<file path="src/mct_pkg.sv">
// constants and types for the machine-cycle timing block
// assumes a single 250 MHz clock and an asynchronous active-high reset
// Operation
// - each machine cycle lasts exactly four input clocks
// - exactly one address latch strobe pulse per machine cycle
// - after reset timers advance once every twelve input clocks
// - each timer can be switched separately to advance every four clocks
// - external data transfer takes at least two machine cycles, eight clocks
// - direct-to-direct copy takes three machine cycles, twelve clocks
// - one instruction cycle per instruction byte fetched
// - instruction duration ranges from one to five machine cycles
// - instruction effects match legacy set; only cycle counts differ
// - no dummy memory cycles are inserted by the sequencer
// - port3 bit6 carries write strobe, port3 bit7 the read strobe
// - stretch 0..7 gives 2..9 cycle transfers; reset setting is one
package mct_pkg;
  localparam int unsigned CLK_MHZ        = 250;
  localparam int unsigned CLKS_PER_MC    = 4;
  localparam int unsigned CLKS_PER_SLOW  = 12;
  localparam int unsigned SLOW_DIV_MC    = CLKS_PER_SLOW / CLKS_PER_MC;
  localparam int unsigned NUM_TIMERS     = 3;
  localparam int unsigned XFER_BASE_MC   = 2;
  localparam int unsigned MAX_INSTR_MC   = 5;
  localparam logic [1:0]  PHASE_LAST     = 2'(CLKS_PER_MC - 1);
  localparam logic [1:0]  PHASE_ALE      = 2'h0;
  localparam logic [1:0]  SLOW_LAST      = 2'(SLOW_DIV_MC - 1);
  localparam logic [2:0]  STRETCH_RESET  = 3'h1;
  localparam logic [2:0]  MC_ONE         = 3'h1;
  localparam logic [2:0]  MC_MAX         = 3'(MAX_INSTR_MC);
  localparam logic [3:0]  XFER_BASE      = 4'(XFER_BASE_MC);
  localparam logic [3:0]  XFER_LAST_MC   = 4'h1;

  typedef enum logic [1:0] {
    MCT_IDLE = 2'b00,
    MCT_INSTR = 2'b01,
    MCT_XFER = 2'b10
  } mct_state_type;

  // one request from the core's decode stage
  typedef struct packed {
    logic       start;
    logic       is_xfer;
    logic       xfer_write;
    logic [2:0] mcycles;
  } mct_req_type;

  // port3 alternate strobes, active low on the pins
  typedef struct packed {
    logic wr_n;
    logic rd_n;
  } mct_strobe_type;
endpackage

</file>
<file path="src/mct_top.sv">
// machine-cycle sequencer: 4-clock cycles, address latch strobe,
// instruction length in machine cycles, stretched external data strobes
// assumes the core presents one request while ready is high
`timescale 1ns/100ps
`default_nettype none
module mct_top (
  // clock and reset
  input  wire logic                           clk,
  input  wire logic                           rst,
  // instruction request from decode, transfer stretch setting and per-timer fast selects
  input  wire mct_pkg::mct_req_type           req,
  input  wire logic [2:0]                     stretch,
  input  wire logic [mct_pkg::NUM_TIMERS-1:0] timer_fast,
  // timing outputs
  output logic                                mc_tick,
  output logic                                ale,
  output logic                                ready,
  output logic                                instr_done,
  output logic [mct_pkg::NUM_TIMERS-1:0]      timer_inc,
  // port3 alternate strobes
  output logic                                port3_bit6,
  output logic                                port3_bit7
);
  import mct_pkg::*;

  logic [1:0]     phase;
  logic           mc_end;
  mct_state_type  state;
  logic [3:0]     mc_left;
  logic           xfer_wr;
  logic [2:0]     stretch_reg;
  mct_strobe_type next_strobe;

  assign mc_end = (phase == PHASE_LAST);

  // four clocks per machine cycle
  always_ff @(posedge clk or posedge rst) begin
    if (rst) begin
      phase <= 2'h0;
    end else begin
      phase <= mc_end ? 2'h0 : phase + 2'h1;
    end
  end

  always_ff @(posedge clk or posedge rst) begin
    if (rst) begin
      mc_tick <= 1'b0;
      ale     <= 1'b0;
    end else begin
      mc_tick <= mc_end;
      ale     <= (phase == PHASE_ALE);
    end
  end

  // stretch setting frozen from the take to the end of a request, so a change
  // mid-transfer cannot move the strobe edges away from the count
  always_ff @(posedge clk or posedge rst) begin
    if (rst) begin
      stretch_reg <= STRETCH_RESET;
    end else if (state == MCT_IDLE && !(mc_end && req.start)) begin
      stretch_reg <= stretch;
    end
  end

  // sequencer: requests taken at a machine-cycle boundary only; no dummy cycles
  always_ff @(posedge clk or posedge rst) begin
    if (rst) begin
      state      <= MCT_IDLE;
      mc_left    <= 4'h0;
      xfer_wr    <= 1'b0;
      instr_done <= 1'b0;
    end else begin
      instr_done <= 1'b0;
      if (mc_end) begin
        case (state)
          MCT_IDLE: begin
            if (req.start && req.is_xfer) begin
              state   <= MCT_XFER;
              xfer_wr <= req.xfer_write;
              mc_left <= XFER_BASE + {1'b0, stretch_reg};
            end else if (req.start) begin
              state <= MCT_INSTR;
              // duration clamped to one..five cycles; one byte per cycle from decode
              if (req.mcycles < MC_ONE) begin
                mc_left <= {1'b0, MC_ONE};
              end else if (req.mcycles > MC_MAX) begin
                mc_left <= {1'b0, MC_MAX};
              end else begin
                mc_left <= {1'b0, req.mcycles};
              end
            end
          end
          MCT_INSTR, MCT_XFER: begin
            if (mc_left == XFER_LAST_MC) begin
              state      <= MCT_IDLE;
              mc_left    <= 4'h0;
              instr_done <= 1'b1;
            end else begin
              mc_left <= mc_left - 4'h1;
            end
          end
          default: begin
            state <= MCT_IDLE;
          end
        endcase
      end
    end
  end

  // ready tells decode that a request will be taken at this cycle end
  always_ff @(posedge clk or posedge rst) begin
    if (rst) begin
      ready <= 1'b0;
    end else begin
      ready <= (state == MCT_IDLE) && (phase == 2'(PHASE_LAST - 2'h1));
    end
  end

  // from stretch one up, strobe spans the transfer's middle cycles, four clocks per stretch step
  always_comb begin
    next_strobe.wr_n = 1'b1;
    next_strobe.rd_n = 1'b1;
    if (state == MCT_XFER && mc_left != 4'h0) begin
      // stretch zero gives a two-clock strobe in the second cycle's centre
      if (stretch_reg == 3'h0) begin
        if (mc_left == XFER_LAST_MC && phase != 2'h0 && phase != PHASE_LAST) begin
          next_strobe.wr_n = !xfer_wr;
          next_strobe.rd_n = xfer_wr;
        end
      end else if (mc_left != XFER_BASE + {1'b0, stretch_reg} && mc_left != XFER_LAST_MC) begin
        next_strobe.wr_n = !xfer_wr;
        next_strobe.rd_n = xfer_wr;
      end
    end
  end

  always_ff @(posedge clk or posedge rst) begin
    if (rst) begin
      port3_bit6 <= 1'b1;
      port3_bit7 <= 1'b1;
    end else begin
      port3_bit6 <= next_strobe.wr_n;
      port3_bit7 <= next_strobe.rd_n;
    end
  end

  // effect of each instruction on flags stays in the datapath; only timing lives here
  mct_timer_tick u_tick (
    .clk       (clk),
    .rst       (rst),
    .mc_tick   (mc_tick),
    .fast_sel  (timer_fast),
    .timer_inc (timer_inc)
  );

  // assertion helpers: clocks since the last take, and the length in clocks
  // that the taken request must last, worked out from the rules directly
  logic       chk_take;
  logic [5:0] chk_clks;
  logic [5:0] chk_len;

  assign chk_take = mc_end && (state == MCT_IDLE) && req.start;

  always_ff @(posedge clk or posedge rst) begin
    if (rst) begin
      chk_clks <= 6'h00;
      chk_len  <= 6'h00;
    end else if (chk_take) begin
      chk_clks <= 6'h00;
      if (req.is_xfer) begin
        chk_len <= 6'(CLKS_PER_MC * (XFER_BASE_MC + stretch_reg));
      end else if (req.mcycles < MC_ONE) begin
        chk_len <= 6'(CLKS_PER_MC * MC_ONE);
      end else if (req.mcycles > MC_MAX) begin
        chk_len <= 6'(CLKS_PER_MC * MC_MAX);
      end else begin
        chk_len <= 6'(CLKS_PER_MC * req.mcycles);
      end
    end else if (chk_clks != 6'h3F) begin
      chk_clks <= chk_clks + 6'h01;
    end
  end

  chk_mc_period: assert property (@(posedge clk) disable iff (rst)
    mc_tick |=> !mc_tick [*3] ##1 mc_tick)
    else $error("machine cycle not four clocks");
  chk_ale_once: assert property (@(posedge clk) disable iff (rst)
    mc_tick |-> ##1 ale ##1 !ale [*3])
    else $error("address latch strobe not once per cycle");
  chk_xfer_min: assert property (@(posedge clk) disable iff (rst)
    (mc_end && state == MCT_IDLE && req.start && req.is_xfer) |=> !instr_done [*8])
    else $error("external transfer shorter than two cycles");
  chk_stretch_rst: assert property (@(posedge clk) disable iff (rst)
    $past(rst) |-> stretch_reg == STRETCH_RESET)
    else $error("stretch setting not one after reset");
  chk_strobe_excl: assert property (@(posedge clk) disable iff (rst)
    !(!port3_bit6 && !port3_bit7))
    else $error("read and write strobes both active");
  chk_strobe_xfer: assert property (@(posedge clk) disable iff (rst)
    $fell(port3_bit7) |-> $past(state) == MCT_XFER && !$past(xfer_wr))
    else $error("read strobe outside read transfer");
  chk_wr_xfer: assert property (@(posedge clk) disable iff (rst)
    $fell(port3_bit6) |-> $past(state) == MCT_XFER && $past(xfer_wr))
    else $error("write strobe outside write transfer");
  chk_strobe_idle: assert property (@(posedge clk) disable iff (rst)
    $past(state) != MCT_XFER |-> port3_bit6 && port3_bit7)
    else $error("strobe active outside a transfer");
  chk_strobe_late: assert property (@(posedge clk) disable iff (rst)
    ($fell(port3_bit6) || $fell(port3_bit7)) |-> chk_clks >= 6'(CLKS_PER_MC))
    else $error("strobe began in the first machine cycle");
  chk_instr_len: assert property (@(posedge clk) disable iff (rst)
    (chk_take && !req.is_xfer && req.mcycles == 3'h3)
    |-> ##13 (instr_done && chk_clks == 6'(3 * CLKS_PER_MC)))
    else $error("three-cycle instruction length wrong");
  chk_done_span: assert property (@(posedge clk) disable iff (rst)
    instr_done |-> chk_clks == chk_len)
    else $error("request length in clocks wrong");
  chk_ready_take: assert property (@(posedge clk) disable iff (rst)
    ready |-> mc_end && state == MCT_IDLE)
    else $error("ready outside a free cycle end");
  chk_no_dummy: assert property (@(posedge clk) disable iff (rst)
    instr_done |-> state == MCT_IDLE)
    else $error("sequencer busy after completion");
endmodule
`default_nettype wire

</file>
<file path="src/mct_timer_tick.sv">
// per-timer increment enable from a shared divide-by-three of machine cycles
// assumes mc_tick pulses once per machine cycle
`timescale 1ns/100ps
`default_nettype none
module mct_timer_tick (
  // clock and reset
  input  wire logic                               clk,
  input  wire logic                               rst,
  // machine-cycle pulse and per-timer fast select
  input  wire logic                               mc_tick,
  input  wire logic [mct_pkg::NUM_TIMERS-1:0]     fast_sel,
  // per-timer increment enables
  output logic      [mct_pkg::NUM_TIMERS-1:0]     timer_inc
);
  import mct_pkg::*;
  logic [1:0] slow_cnt;
  logic       slow_tick;

  // one divider for all timers keeps their slow ticks in step
  always_ff @(posedge clk or posedge rst) begin
    if (rst) begin
      slow_cnt <= 2'h0;
    end else if (mc_tick) begin
      slow_cnt <= (slow_cnt == SLOW_LAST) ? 2'h0 : slow_cnt + 2'h1;
    end
  end
  assign slow_tick = mc_tick && (slow_cnt == SLOW_LAST);

  genvar g;
  generate
    for (g = 0; g < NUM_TIMERS; g++) begin : g_tmr
      always_ff @(posedge clk or posedge rst) begin
        if (rst) begin
          timer_inc[g] <= 1'b0;
        end else begin
          timer_inc[g] <= fast_sel[g] ? mc_tick : slow_tick;
        end
      end
    end
  endgenerate

  // assertion helpers for timer 0: clocks since its last increment, and whether
  // every select since then asked for the slow rate (a switch may shorten a gap)
  logic [4:0] chk_gap;
  logic       chk_fast_q;
  logic       chk_slow_run;

  always_ff @(posedge clk or posedge rst) begin
    if (rst) begin
      chk_gap      <= 5'h00;
      chk_fast_q   <= 1'b0;
      chk_slow_run <= 1'b0;
    end else begin
      chk_fast_q <= fast_sel[0];
      if (timer_inc[0]) begin
        chk_gap      <= 5'h01;
        chk_slow_run <= !fast_sel[0] && !chk_fast_q;
      end else begin
        chk_gap      <= (chk_gap == 5'h1F) ? chk_gap : chk_gap + 5'h01;
        chk_slow_run <= chk_slow_run && !fast_sel[0];
      end
    end
  end

  chk_slow_gap: assert property (@(posedge clk) disable iff (rst)
    (timer_inc[0] && chk_slow_run && !chk_fast_q) |-> chk_gap == 5'(CLKS_PER_SLOW))
    else $error("slow timer ticks not twelve clocks apart");
endmodule
`default_nettype wire

</file>
<file path="config.mk">
export PLATFORM = sky130hd
export DESIGN_NAME = mct_top
export DESIGN_NICKNAME = d
export VERILOG_FILES = /design/src/mct_pkg.sv /design/src/mct_top.sv /design/src/mct_timer_tick.sv
export SDC_FILE = /design/constraint.sdc
export NUM_CORES = 1
export LEC_CHECK = 0
export BUFFER_PORTS_ARGS = -buffer_cell sky130_fd_sc_hd__clkbuf_2
export CORE_UTILIZATION = 58
export CTS_CLUSTER_DIAMETER = 40
export DETAILED_ROUTE_END_ITERATION = 16
export GPL_ROUTABILITY_DRIVEN = 0
export PLACE_DENSITY = 0.83
export REMOVE_ABC_BUFFERS = 1
export SLEW_MARGIN = 20
export SYNTH_ARGS = -nofsm -noshare
export SYNTH_HDL_FRONTEND = slang
export SYNTH_SLANG_ARGS = --single-unit
</file>
<file path="constraint.sdc">
create_clock -name clk -period 3.1 [get_ports clk]
set_input_delay 0.465 -clock clk [delete_from_list [all_inputs] [get_ports clk]]
set_output_delay 0.465 -clock clk [all_outputs]
set_load 0.02 [all_outputs]
</file>
Yosys cells after proc, flatten, opt, wreduce, memory -nomap -nowiden
Cells that the tools add are included.
{"block": "word_totals", "reg_bits": 23, "inputBits": 14, "output_inout_bits": 9, "word_cells": 75}
{"block": "classes", "addsub": 4, "order_cmp": 2, "n_eq_ne": 11, "n_mux": 22, "reduce_logical": 21}
{"operator": "two-way mux 2 bit", "count": 9}
{"operator": "two-way mux 4 bit", "count": 3}
{"operator": "logical AND 1 bit", "count": 9}
{"operator": "AND reduction 3 bit", "count": 3}
{"operator": "equality test 2 bit, second input constant", "count": 4}
{"operator": "case mux 4 bit (2 select lines)", "count": 1}
{"operator": "two-way mux 1 bit", "count": 6}
{"operator": "two-way mux 3 bit", "count": 2}
{"operator": "adder 2 x 1 -> 2 bit, second input constant", "count": 2}
{"operator": "adder 2 x 3 -> 4 bit, first input constant", "count": 1}
{"operator": "equality test 4 x 1 -> 1 bit, second input constant", "count": 1}
{"operator": "zero test 2 bit", "count": 2}
{"operator": "inequality test 2 bit, second input constant", "count": 2}
{"operator": "inequality test 4 x 1 -> 1 bit, second input constant", "count": 1}
{"operator": "inequality test 4 bit", "count": 1}
{"operator": "case mux 2 bit (2 select lines)", "count": 1}
{"operator": "nonzero test 2 bit", "count": 2}
{"operator": "nonzero test 4 bit", "count": 1}
{"operator": "subtractor 4 x 1 -> 4 bit, second input constant", "count": 1}
{"operator": "> comparator 3 bit, second input constant", "count": 1}
{"operator": "zero test 3 bit", "count": 1}
{"operator": "< comparator 3 x 1 -> 1 bit, second input constant", "count": 1}
{"operator": "inequality test 3 x 2 -> 1 bit, second input constant", "count": 1}
{"operator": "equality test 2 x 1 -> 1 bit, second input constant", "count": 1}
{"operator": "other kinds (2)", "count": 3}

Logic depth before layout (Yosys ltp)
Gate-level depths: netlist of the first run.
{"block": "depth", "depth_word": 6, "depth_mapped": 7, "depth_no_buf": 6}

By module
From an unflattened synthesis of the first run, not the netlist that was laid out.
{"block": "unflattened", "hier_cells": 109, "hier_area_um2": 1217.4}
{"module": "mct_top", "instances": 1, "cells_per_inst": 95, "area_per_inst_um2": 1022.2, "seq_area_each_um2": 454.2}
{"module": "mct_timer_tick", "instances": 1, "cells_per_inst": 14, "area_per_inst_um2": 195.2, "seq_area_each_um2": 125.1}

Least setup slack after synthesis of the first run
Ideal clock, no wire load.
{"block": "synth_timing", "path_kind": "register to register", "from": "reg mc_left[1]", "to": "reg mc_left[2]", "setup_time_ns": 0.121, "arrival_ns": 1.391, "t_required_ns": 2.979, "slack_ns": 1.588, "path_stages_with_launch": 7, "path_buffers": 0, "synth_period_minus_slack_ns": 1.512, "cell_sequence": "dfrtp_1 -> inv_1 -> ha_1 -> or3b_1 -> nand2_2 -> o32ai_1 -> a22o_1"}
{"block": "synth_between", "elab_chain_len": 3, "elab_cells_between_ends": 4, "classes_between": "add/sub: 1; eq/ne: 1; mux: 2"}
{"item": "start: declaration", "line_no": "mct_top.sv:29", "text": "logic [3:0] mc_left;"}
{"item": "start signal: assignment", "line_no": "mct_top.sv:80", "text": "mc_left <= XFER_BASE + {1'b0, stretch_reg};"}
{"item": "start signal: assignment", "line_no": "mct_top.sv:85", "text": "mc_left <= {1'b0, MC_ONE};"}
{"item": "start signal: assignment", "line_no": "mct_top.sv:87", "text": "mc_left <= {1'b0, MC_MAX};"}
{"item": "subtractor 4 x 1 -> 4 bit / equality test 4 x 1 -> 1 bit (equally long branches)", "line_no": "mct_top.sv:99, mct_top.sv:94"}
{"item": "two-way mux 4 bit *", "line_no": "mct_top.sv:94", "text": "if (mc_left == XFER_LAST_MC) begin"}
{"item": "case mux 4 bit (2 select lines) *", "line_no": "mct_top.sv:75", "text": "case (state)"}
Every way passes the cells marked *; elsewhere a longest branch is shown, timed or not.
A chain may end at the register's enable or synchronous reset.

Worst setup path in the final report of the first run
{"block": "layout_timing", "from": "reg mc_left[1]", "to": "reg state[0]"}
{"block": "layout_between", "elab_chain_len": 3}
{"item": "equality test 4 x 1 -> 1 bit", "line_no": "mct_top.sv:94"}
{"item": "inequality test 2 bit (no line)"}
{"item": "AND reduction 3 bit (no line)"}
{"item": "end signal: assignment", "line_no": "mct_top.sv:82", "text": "state <= MCT_INSTR;"}
{"item": "end signal: assignment", "line_no": "mct_top.sv:95", "text": "state <= MCT_IDLE;"}
{"item": "end signal: assignment", "line_no": "mct_top.sv:103", "text": "state <= MCT_IDLE;"}
{"item": "end: declaration", "line_no": "mct_top.sv:28", "text": "mct_state_type state;"}
Every way passes these cells.

==> flow_summary.json, run 1 <==
{
  "root_buffer": "clkbuf_4",
  "grt_setup_unrepaired": "no",
  "dr_total_vias": 875,
  "whs_ps": 263,
  "fin_crit_sh_pct": 55.7,
  "report.final.slew_viol_count": 0,
  "cts_tree": "yes",
  "netlist_area_um2": 1210,
  "cp_max_fo": 4,
  "overflow": 0,
  "htreeDepth": 1,
  "crit_slowest_cell": "dfrtp_1",
  "drc_errors": 0,
  "rows": 16,
  "fin_worst_skew_ps": 7.48,
  "clock.fmax_mhz": 579,
  "r2r-end": "state[0]",
  "routed_wirelength_mm": 2.12,
  "finalSetupTns_ps": 0,
  "fp.dieH_um": 47.6,
  "postRouteAntennaNets": 0,
  "cp_data_required_time_ps": 3300,
  "cts_hold_repair.buffers": 0,
  "worstPathCellList": "inv_1, ha_1, nor3b_1, o21ai_1, o21ai_0, o31ai_1",
  "ys_seq_elements": 23,
  "layout_commonest_cell": "clkbuf_2",
  "ys.flop_type": "dfrtp_1",
  "critPathLaunch": "mc_left[1]",
  "final_cell_mix": "clkbuf_2 (22), dfrtp_1 (20), inv_1 (10), ha_1 (10)",
  "min_path_type": "input pin to asynchronous set/reset pin",
  "rrSetupSlack_ps": 1370,
  "grt_pass1_wl_mm": 3.22,
  "antenna_cells": 0,
  "port-buffer-count": 22,
  "path_depth": 6,
  "synth_cell_type_count": 38,
  "ys_seq_area_share_pct": 48.0,
  "core_um2": 1960,
  "cp_top_family": "compound AO/OA/AOI/OAI gates",
  "worst-r2r-cell-count": 6,
  "outcome": "finished, final reports clean",
  "drt_first_pass_iters": 4,
  "cts_buffers": 3,
  "power.leakage_uw": 0.000667,
  "nets": 159,
  "grt_pass1_vias": 762,
  "cp-start-kind": "flop",
  "synth-edff-count": 0,
  "cts_setup_buffers": 0,
  "track_usage_pct": 21.0,
  "vias_per_cell": 5.43,
  "critPathMaxStageDelay_ps": 430,
  "cap_violations": 0,
  "period_minus_slack_ps": 1730,
  "antenna_found_initial": 0,
  "cp_num_buf_inv": 1,
  "clkSinkCount": 23,
  "setup_violations": 0,
  "endpoint": "state[0]",
  "ios": 23,
  "r2r_start": "mc_left[1]",
  "routedWlPerCell_um": 13.2,
  "cp-end-kind": "flop",
  "crit_arrival_ps": 1930,
  "worstSkewPairLatency_ps": 320,
  "crit_type": "flop to flop",
  "area_growth_pct": 13.8,
  "netlist_instances": 109,
  "post_cts_resized": 0,
  "dp_hpwl_mm": 1.62,
  "avgSynthCellArea_um2": 11.1,
  "largest_reg_flops": 4,
  "irDropWorstVdd_mv": 0.536,
  "die_w_um": 47.6,
  "power_density_nw_per_um2": 798,
  "max_slew_margin_pct": 45.2,
  "cts_max_path_buffers": 2,
  "layout-drive-gt1-share_pct": 29.1,
  "drtIter0Drc": 25,
  "hold_viol": 0,
  "worstMarginPinSlew_ps": 822,
  "num-fill-cells": 162,
  "design.die.area_um2": 2270,
  "ys_async_sr_fraction_pct": 100,
  "ys_warn_count": 0,
  "start_util_pct": 61.5,
  "path_clk_slew_ps": 130,
  "grt_max_degree": 24
}
-- per-stage QoR --
stage	worst slack [ps]	cell area (µm²)	power, µW	util, %	cells
after floorplan	1590	1200	842	-	108
after global placement	1470	1350	937	68.6	157
after detailed placement	1420	1350	953	68.6	157
after CTS	1410	1370	1090	70.0	161
after global routing	1270	1370	1180	70.0	161
final	1370	1370	1100	70.0	161
-- per-layer routing --
| metal | GRT usage (%) | vias up | routed length, µm |
|---|---|---|---|
| met5 | 0 | - | 0 |
| met4 | 10.0 | 0 | 34 |
| met3 | 2.26 | 4 | 80 |
| met2 | 35.9 | 28 | 1020 |
| met1 | 26.6 | 410 | 992 |
| li1 | - | 433 | - |
-- layout make-up --
type                    instances  area [µm²]  area share [%]
flip-flops and latches         23         579            42.2
repair buffers                 22         110            8.02
clock inverters                 1        5.00           0.365
multi-input cells              75         584            42.6
clock buffers                   3        22.5            1.64
inverters                      10        37.5            2.73
well taps                      27        33.8            2.46
-- cell usage after synthesis, types with 2 or more instances --
cell / number / share of area (%)
nand2b_1: 5 / 2.6
inv_1: 10 / 3.1
nor2b_1: 2 / 1.0
nor2_1: 5 / 1.6
a22o_1: 2 / 1.5
mux2_2: 5 / 4.7
o21a_1: 3 / 1.9
xor2_1: 3 / 2.2
nor3_1: 2 / 0.83
dfrtp_1: 20 / 41
o22ai_1: 2 / 1.0
mux2i_1: 3 / 2.5
nand2_1: 5 / 1.6
ha_1: 10 / 10
o21ai_0: 4 / 1.7
nand4_1: 4 / 2.1
dfstp_2: 3 / 6.5
-- worst register-to-register path: stages, from the launching register on --
cell and delay [ps]:
dfrtp_1 430, inv_1 120, ha_1 190, nor3b_1 380
o21ai_1 180, o21ai_0 200, o31ai_1 110
-- cells by family (layout without fill, tap and decap cells) --
kind of cell / Yosys count / count (layout) / share of synthesized area, %
buf+inv: 11 / 36 / 3.53
mux: 8 / 8 / 7.16
xor+xnor: 4 / 4 / 2.91
flops: 23 / 23 / 48.0
compound gates: 20 / 20 / 11.6
fa+ha+maj: 10 / 10 / 10.4
simple gates: 33 / 33 / 16.4
-- power by group --
group          switching, µW  internal, µW
Combinational            250           229
Clock                   91.3          48.4
Sequential              92.5           385
-- how the worst min path moves through the flow --
stage | from | depth (start not counted) | slack [ps] | endpoint
2_1_floorplan | xfer_wr | 1 | 380 | port3_bit6
3_3_place_gp | xfer_wr | 1 | 390 | port3_bit6
3_5_place_dp | xfer_wr | 1 | 400 | port3_bit6
4_1_cts | rst | 2 | 300 | u_tick.timer_inc[0]
5_1_grt | timer_fast[1] | 2 | 360 | u_tick.timer_inc[1]
6_report | rst | 2 | 260 | u_tick.timer_inc[0]
Power figures use the tool's default switching activity.
==> run 2, diff against run 1 <==
--- a/config.mk
+++ b/config.mk
@@ -6,11 +6,11 @@
 export NUM_CORES = 1
 export LEC_CHECK = 0
 export BUFFER_PORTS_ARGS = -buffer_cell sky130_fd_sc_hd__clkbuf_2
-export CORE_UTILIZATION = 58
+export CORE_UTILIZATION = 53
 export CTS_CLUSTER_DIAMETER = 40
 export DETAILED_ROUTE_END_ITERATION = 16
 export GPL_ROUTABILITY_DRIVEN = 0
-export PLACE_DENSITY = 0.83
+export PLACE_DENSITY = 0.77
 export REMOVE_ABC_BUFFERS = 1
 export SLEW_MARGIN = 20
 export SYNTH_ARGS = -nofsm -noshare
==> constraint.sdc (replaced) <==
create_clock -name clk -period 1.6 [get_ports clk]
set_input_delay 0.24 -clock clk [delete_from_list [all_inputs] [get_ports clk]]
set_output_delay 0.24 -clock clk [all_outputs]
set_load 0.02 [all_outputs]
==> run 2 against run 1 <==
Against the previous run:
- sequential cell count did not move
- cell area rose by 10%
- clock skew rose by 2.8 ps
- count of clock-buffer cells in the layout did not move
- utilization rose by 4.2 points
- worst setup slack got worse by 1300 ps
- total power rose by 130%
- hold slack got worse by 140 ps
- clock power rose by 94%
- via count rose by 7.2%
- maximum frequency rose by 12%
- register-to-register slack got worse by 1300 ps
- critical endpoint is now mc_left[2]
- highest routed layer unchanged
==> flow_summary.json, run 2 (same netlist as run 1, synthesis figures left out) <==
{
  "outcome": "finished, final reports clean",
  "final_area_um2": 1520,
  "num-fill-cells": 148,
  "worstSkewPairLatency_ps": 320,
  "nets": 172,
  "min_path_type": "input pin to flop",
  "overflow": 0,
  "place_area_um2": 1430,
  "start_util_pct": 59.1,
  "cp_max_fo": 3,
  "dp_hpwl_mm": 1.87,
  "largest_reg_flops": 4,
  "p_total_uw": 2510,
  "worstMarginPinSlew_ps": 280,
  "fin_crit_sh_pct": 96.8,
  "final_cell_mix": "clkbuf_2 (22), dfrtp_1 (20), buf_4 (11)",
  "fp.dieH_um": 49.7,
  "die_w_um": 49.7,
  "drtIter0Drc": 23,
  "fin_worst_skew_ps": 10.2,
  "power_density_nw_per_um2": 1650,
  "crit_arrival_ps": 1760,
  "layout-drive-gt1-share_pct": 40.1,
  "cts_max_path_buffers": 2,
  "root_buffer": "clkbuf_4",
  "drc_errors": 0,
  "report.final.slew_viol_count": 0,
  "irDropWorstVdd_mv": 1.18,
  "hold_viol": 0,
  "routed_wirelength_mm": 2.43,
  "grt_pass1_vias": 914,
  "antenna_found_initial": 0,
  "clock.fmax_mhz": 646,
  "cp-start-kind": "flop",
  "cts_tree": "yes",
  "cp_data_required_time_ps": 1810,
  "cap_violations": 0,
  "critPathMaxStageDelay_ps": 400,
  "max_slew_margin_pct": 81.3,
  "setup_violations": 0,
  "crit_type": "flop to flop",
  "drt_first_pass_iters": 4,
  "port-buffer-count": 22,
  "htreeDepth": 1,
  "design.die.area_um2": 2470,
  "area_growth_pct": 25.6,
  "rows": 16,
  "ios": 23,
  "path_clk_slew_ps": 130,
  "clkSinkCount": 23,
  "cts_buffers": 3,
  "dr_total_vias": 938,
  "grt_pass1_wl_mm": 4.11,
  "cp-end-kind": "flop",
  "grt_setup_unrepaired": "no",
  "period_minus_slack_ps": 1550,
  "layout_commonest_cell": "clkbuf_2",
  "core_um2": 2040,
  "worstPathCellList": "inv_2, ha_2, or3b_4, nand2_2, o32ai_1, a22o_1",
  "postRouteAntennaNets": 0,
  "crit_slowest_cell": "dfrtp_1",
  "vias_per_cell": 5.39,
  "grt_max_degree": 24,
  "routedWlPerCell_um": 14.0,
  "track_usage_pct": 22.1,
  "antenna_cells": 0,
  "power.leakage_uw": 0.000736,
  "finalSetupTns_ps": 0
}
==> run 2: cell count changes in the layout (fill, tap and decap cells not counted), sizes merged <==
| cell | before | now |
|---|---|---|
| buf | 0 | 12 |
| dlygate4sd3 | 0 | 1 |
==> run 2: per-layer routing <==
metal	up-vias	GRT usage (%)	wire [µm]	share of wire, %
met5	-	0	0	0
met4	0	10.5	68	2.8
met3	7	2.78	110	4.5
met2	29	36.5	1170	48
met1	446	28.5	1080	44
li1	456	-	-	-
==> run 2: final cells by class <==
class,instances,area [µm²],share of cell area [%]
multi-input combinational,75,623,41.1
sequential,23,579,38.2
timing repair buffer,35,214,14.1
inverter,10,37.5,2.48
tap,27,33.8,2.23
clock buffer,3,22.5,1.49
clock inverter,1,5.00,0.330
==> run 2: through the flow <==
step	hold slack, ps	setup WS (ps)	std cells	utilization (%)
after floorplan	240	85.6	108	-
after global placement	270	62.2	168	69.9
after detailed placement	276	50.3	168	69.9
after CTS	127	25.3	173	71.8
after global routing	126	0.761	174	74.2
final	124	51.9	174	74.2
==> run 2: what timing repair did <==
item | CTS | global route
endpoints found under the setup margin | 0 | 10
hold endpoints to repair | 20 | 0
buffers inserted | 0 | 1
resized for setup | 0 | 12
hold buffers | 1 | 0
==> run 2: power breakdown <==
group          switching, µW  total, µW  leakage, µW  internal (µW)
Combinational            649       1350     0.000446            702
Clock                    177        271    0.0000177           93.7
Sequential               139        884     0.000272            745
==> run 2: final timing paths <==
| check | startpoint | end | slack (ps) | depth (start not counted) |
|---|---|---|---|---|
| hold reg to reg | xfer_wr | port3_bit6 | 450 | 1 |
| min in group asynchronous | rst | xfer_wr | 470 | 4 |
| hold / removal | timer_fast[0] | u_tick.timer_inc[0] | 120 | 2 |
| setup / recovery | mc_left[1] | mc_left[2] | 50 | 6 |
| max in group asynchronous | rst | stretch_reg[0] | 840 | 4 |
| setup reg to reg | mc_left[1] | mc_left[2] | 50 | 6 |
==> run 2: worst max-delay path: cells and delay by family, from the launching register on <==
kind,cells,cell delay [ps]
AND/OR/NAND/NOR,2,500
flip-flops,1,400
AO/OA/AOI/OAI,2,310
adder cells (fa/ha/maj),1,180
buffers and inverters,1,70
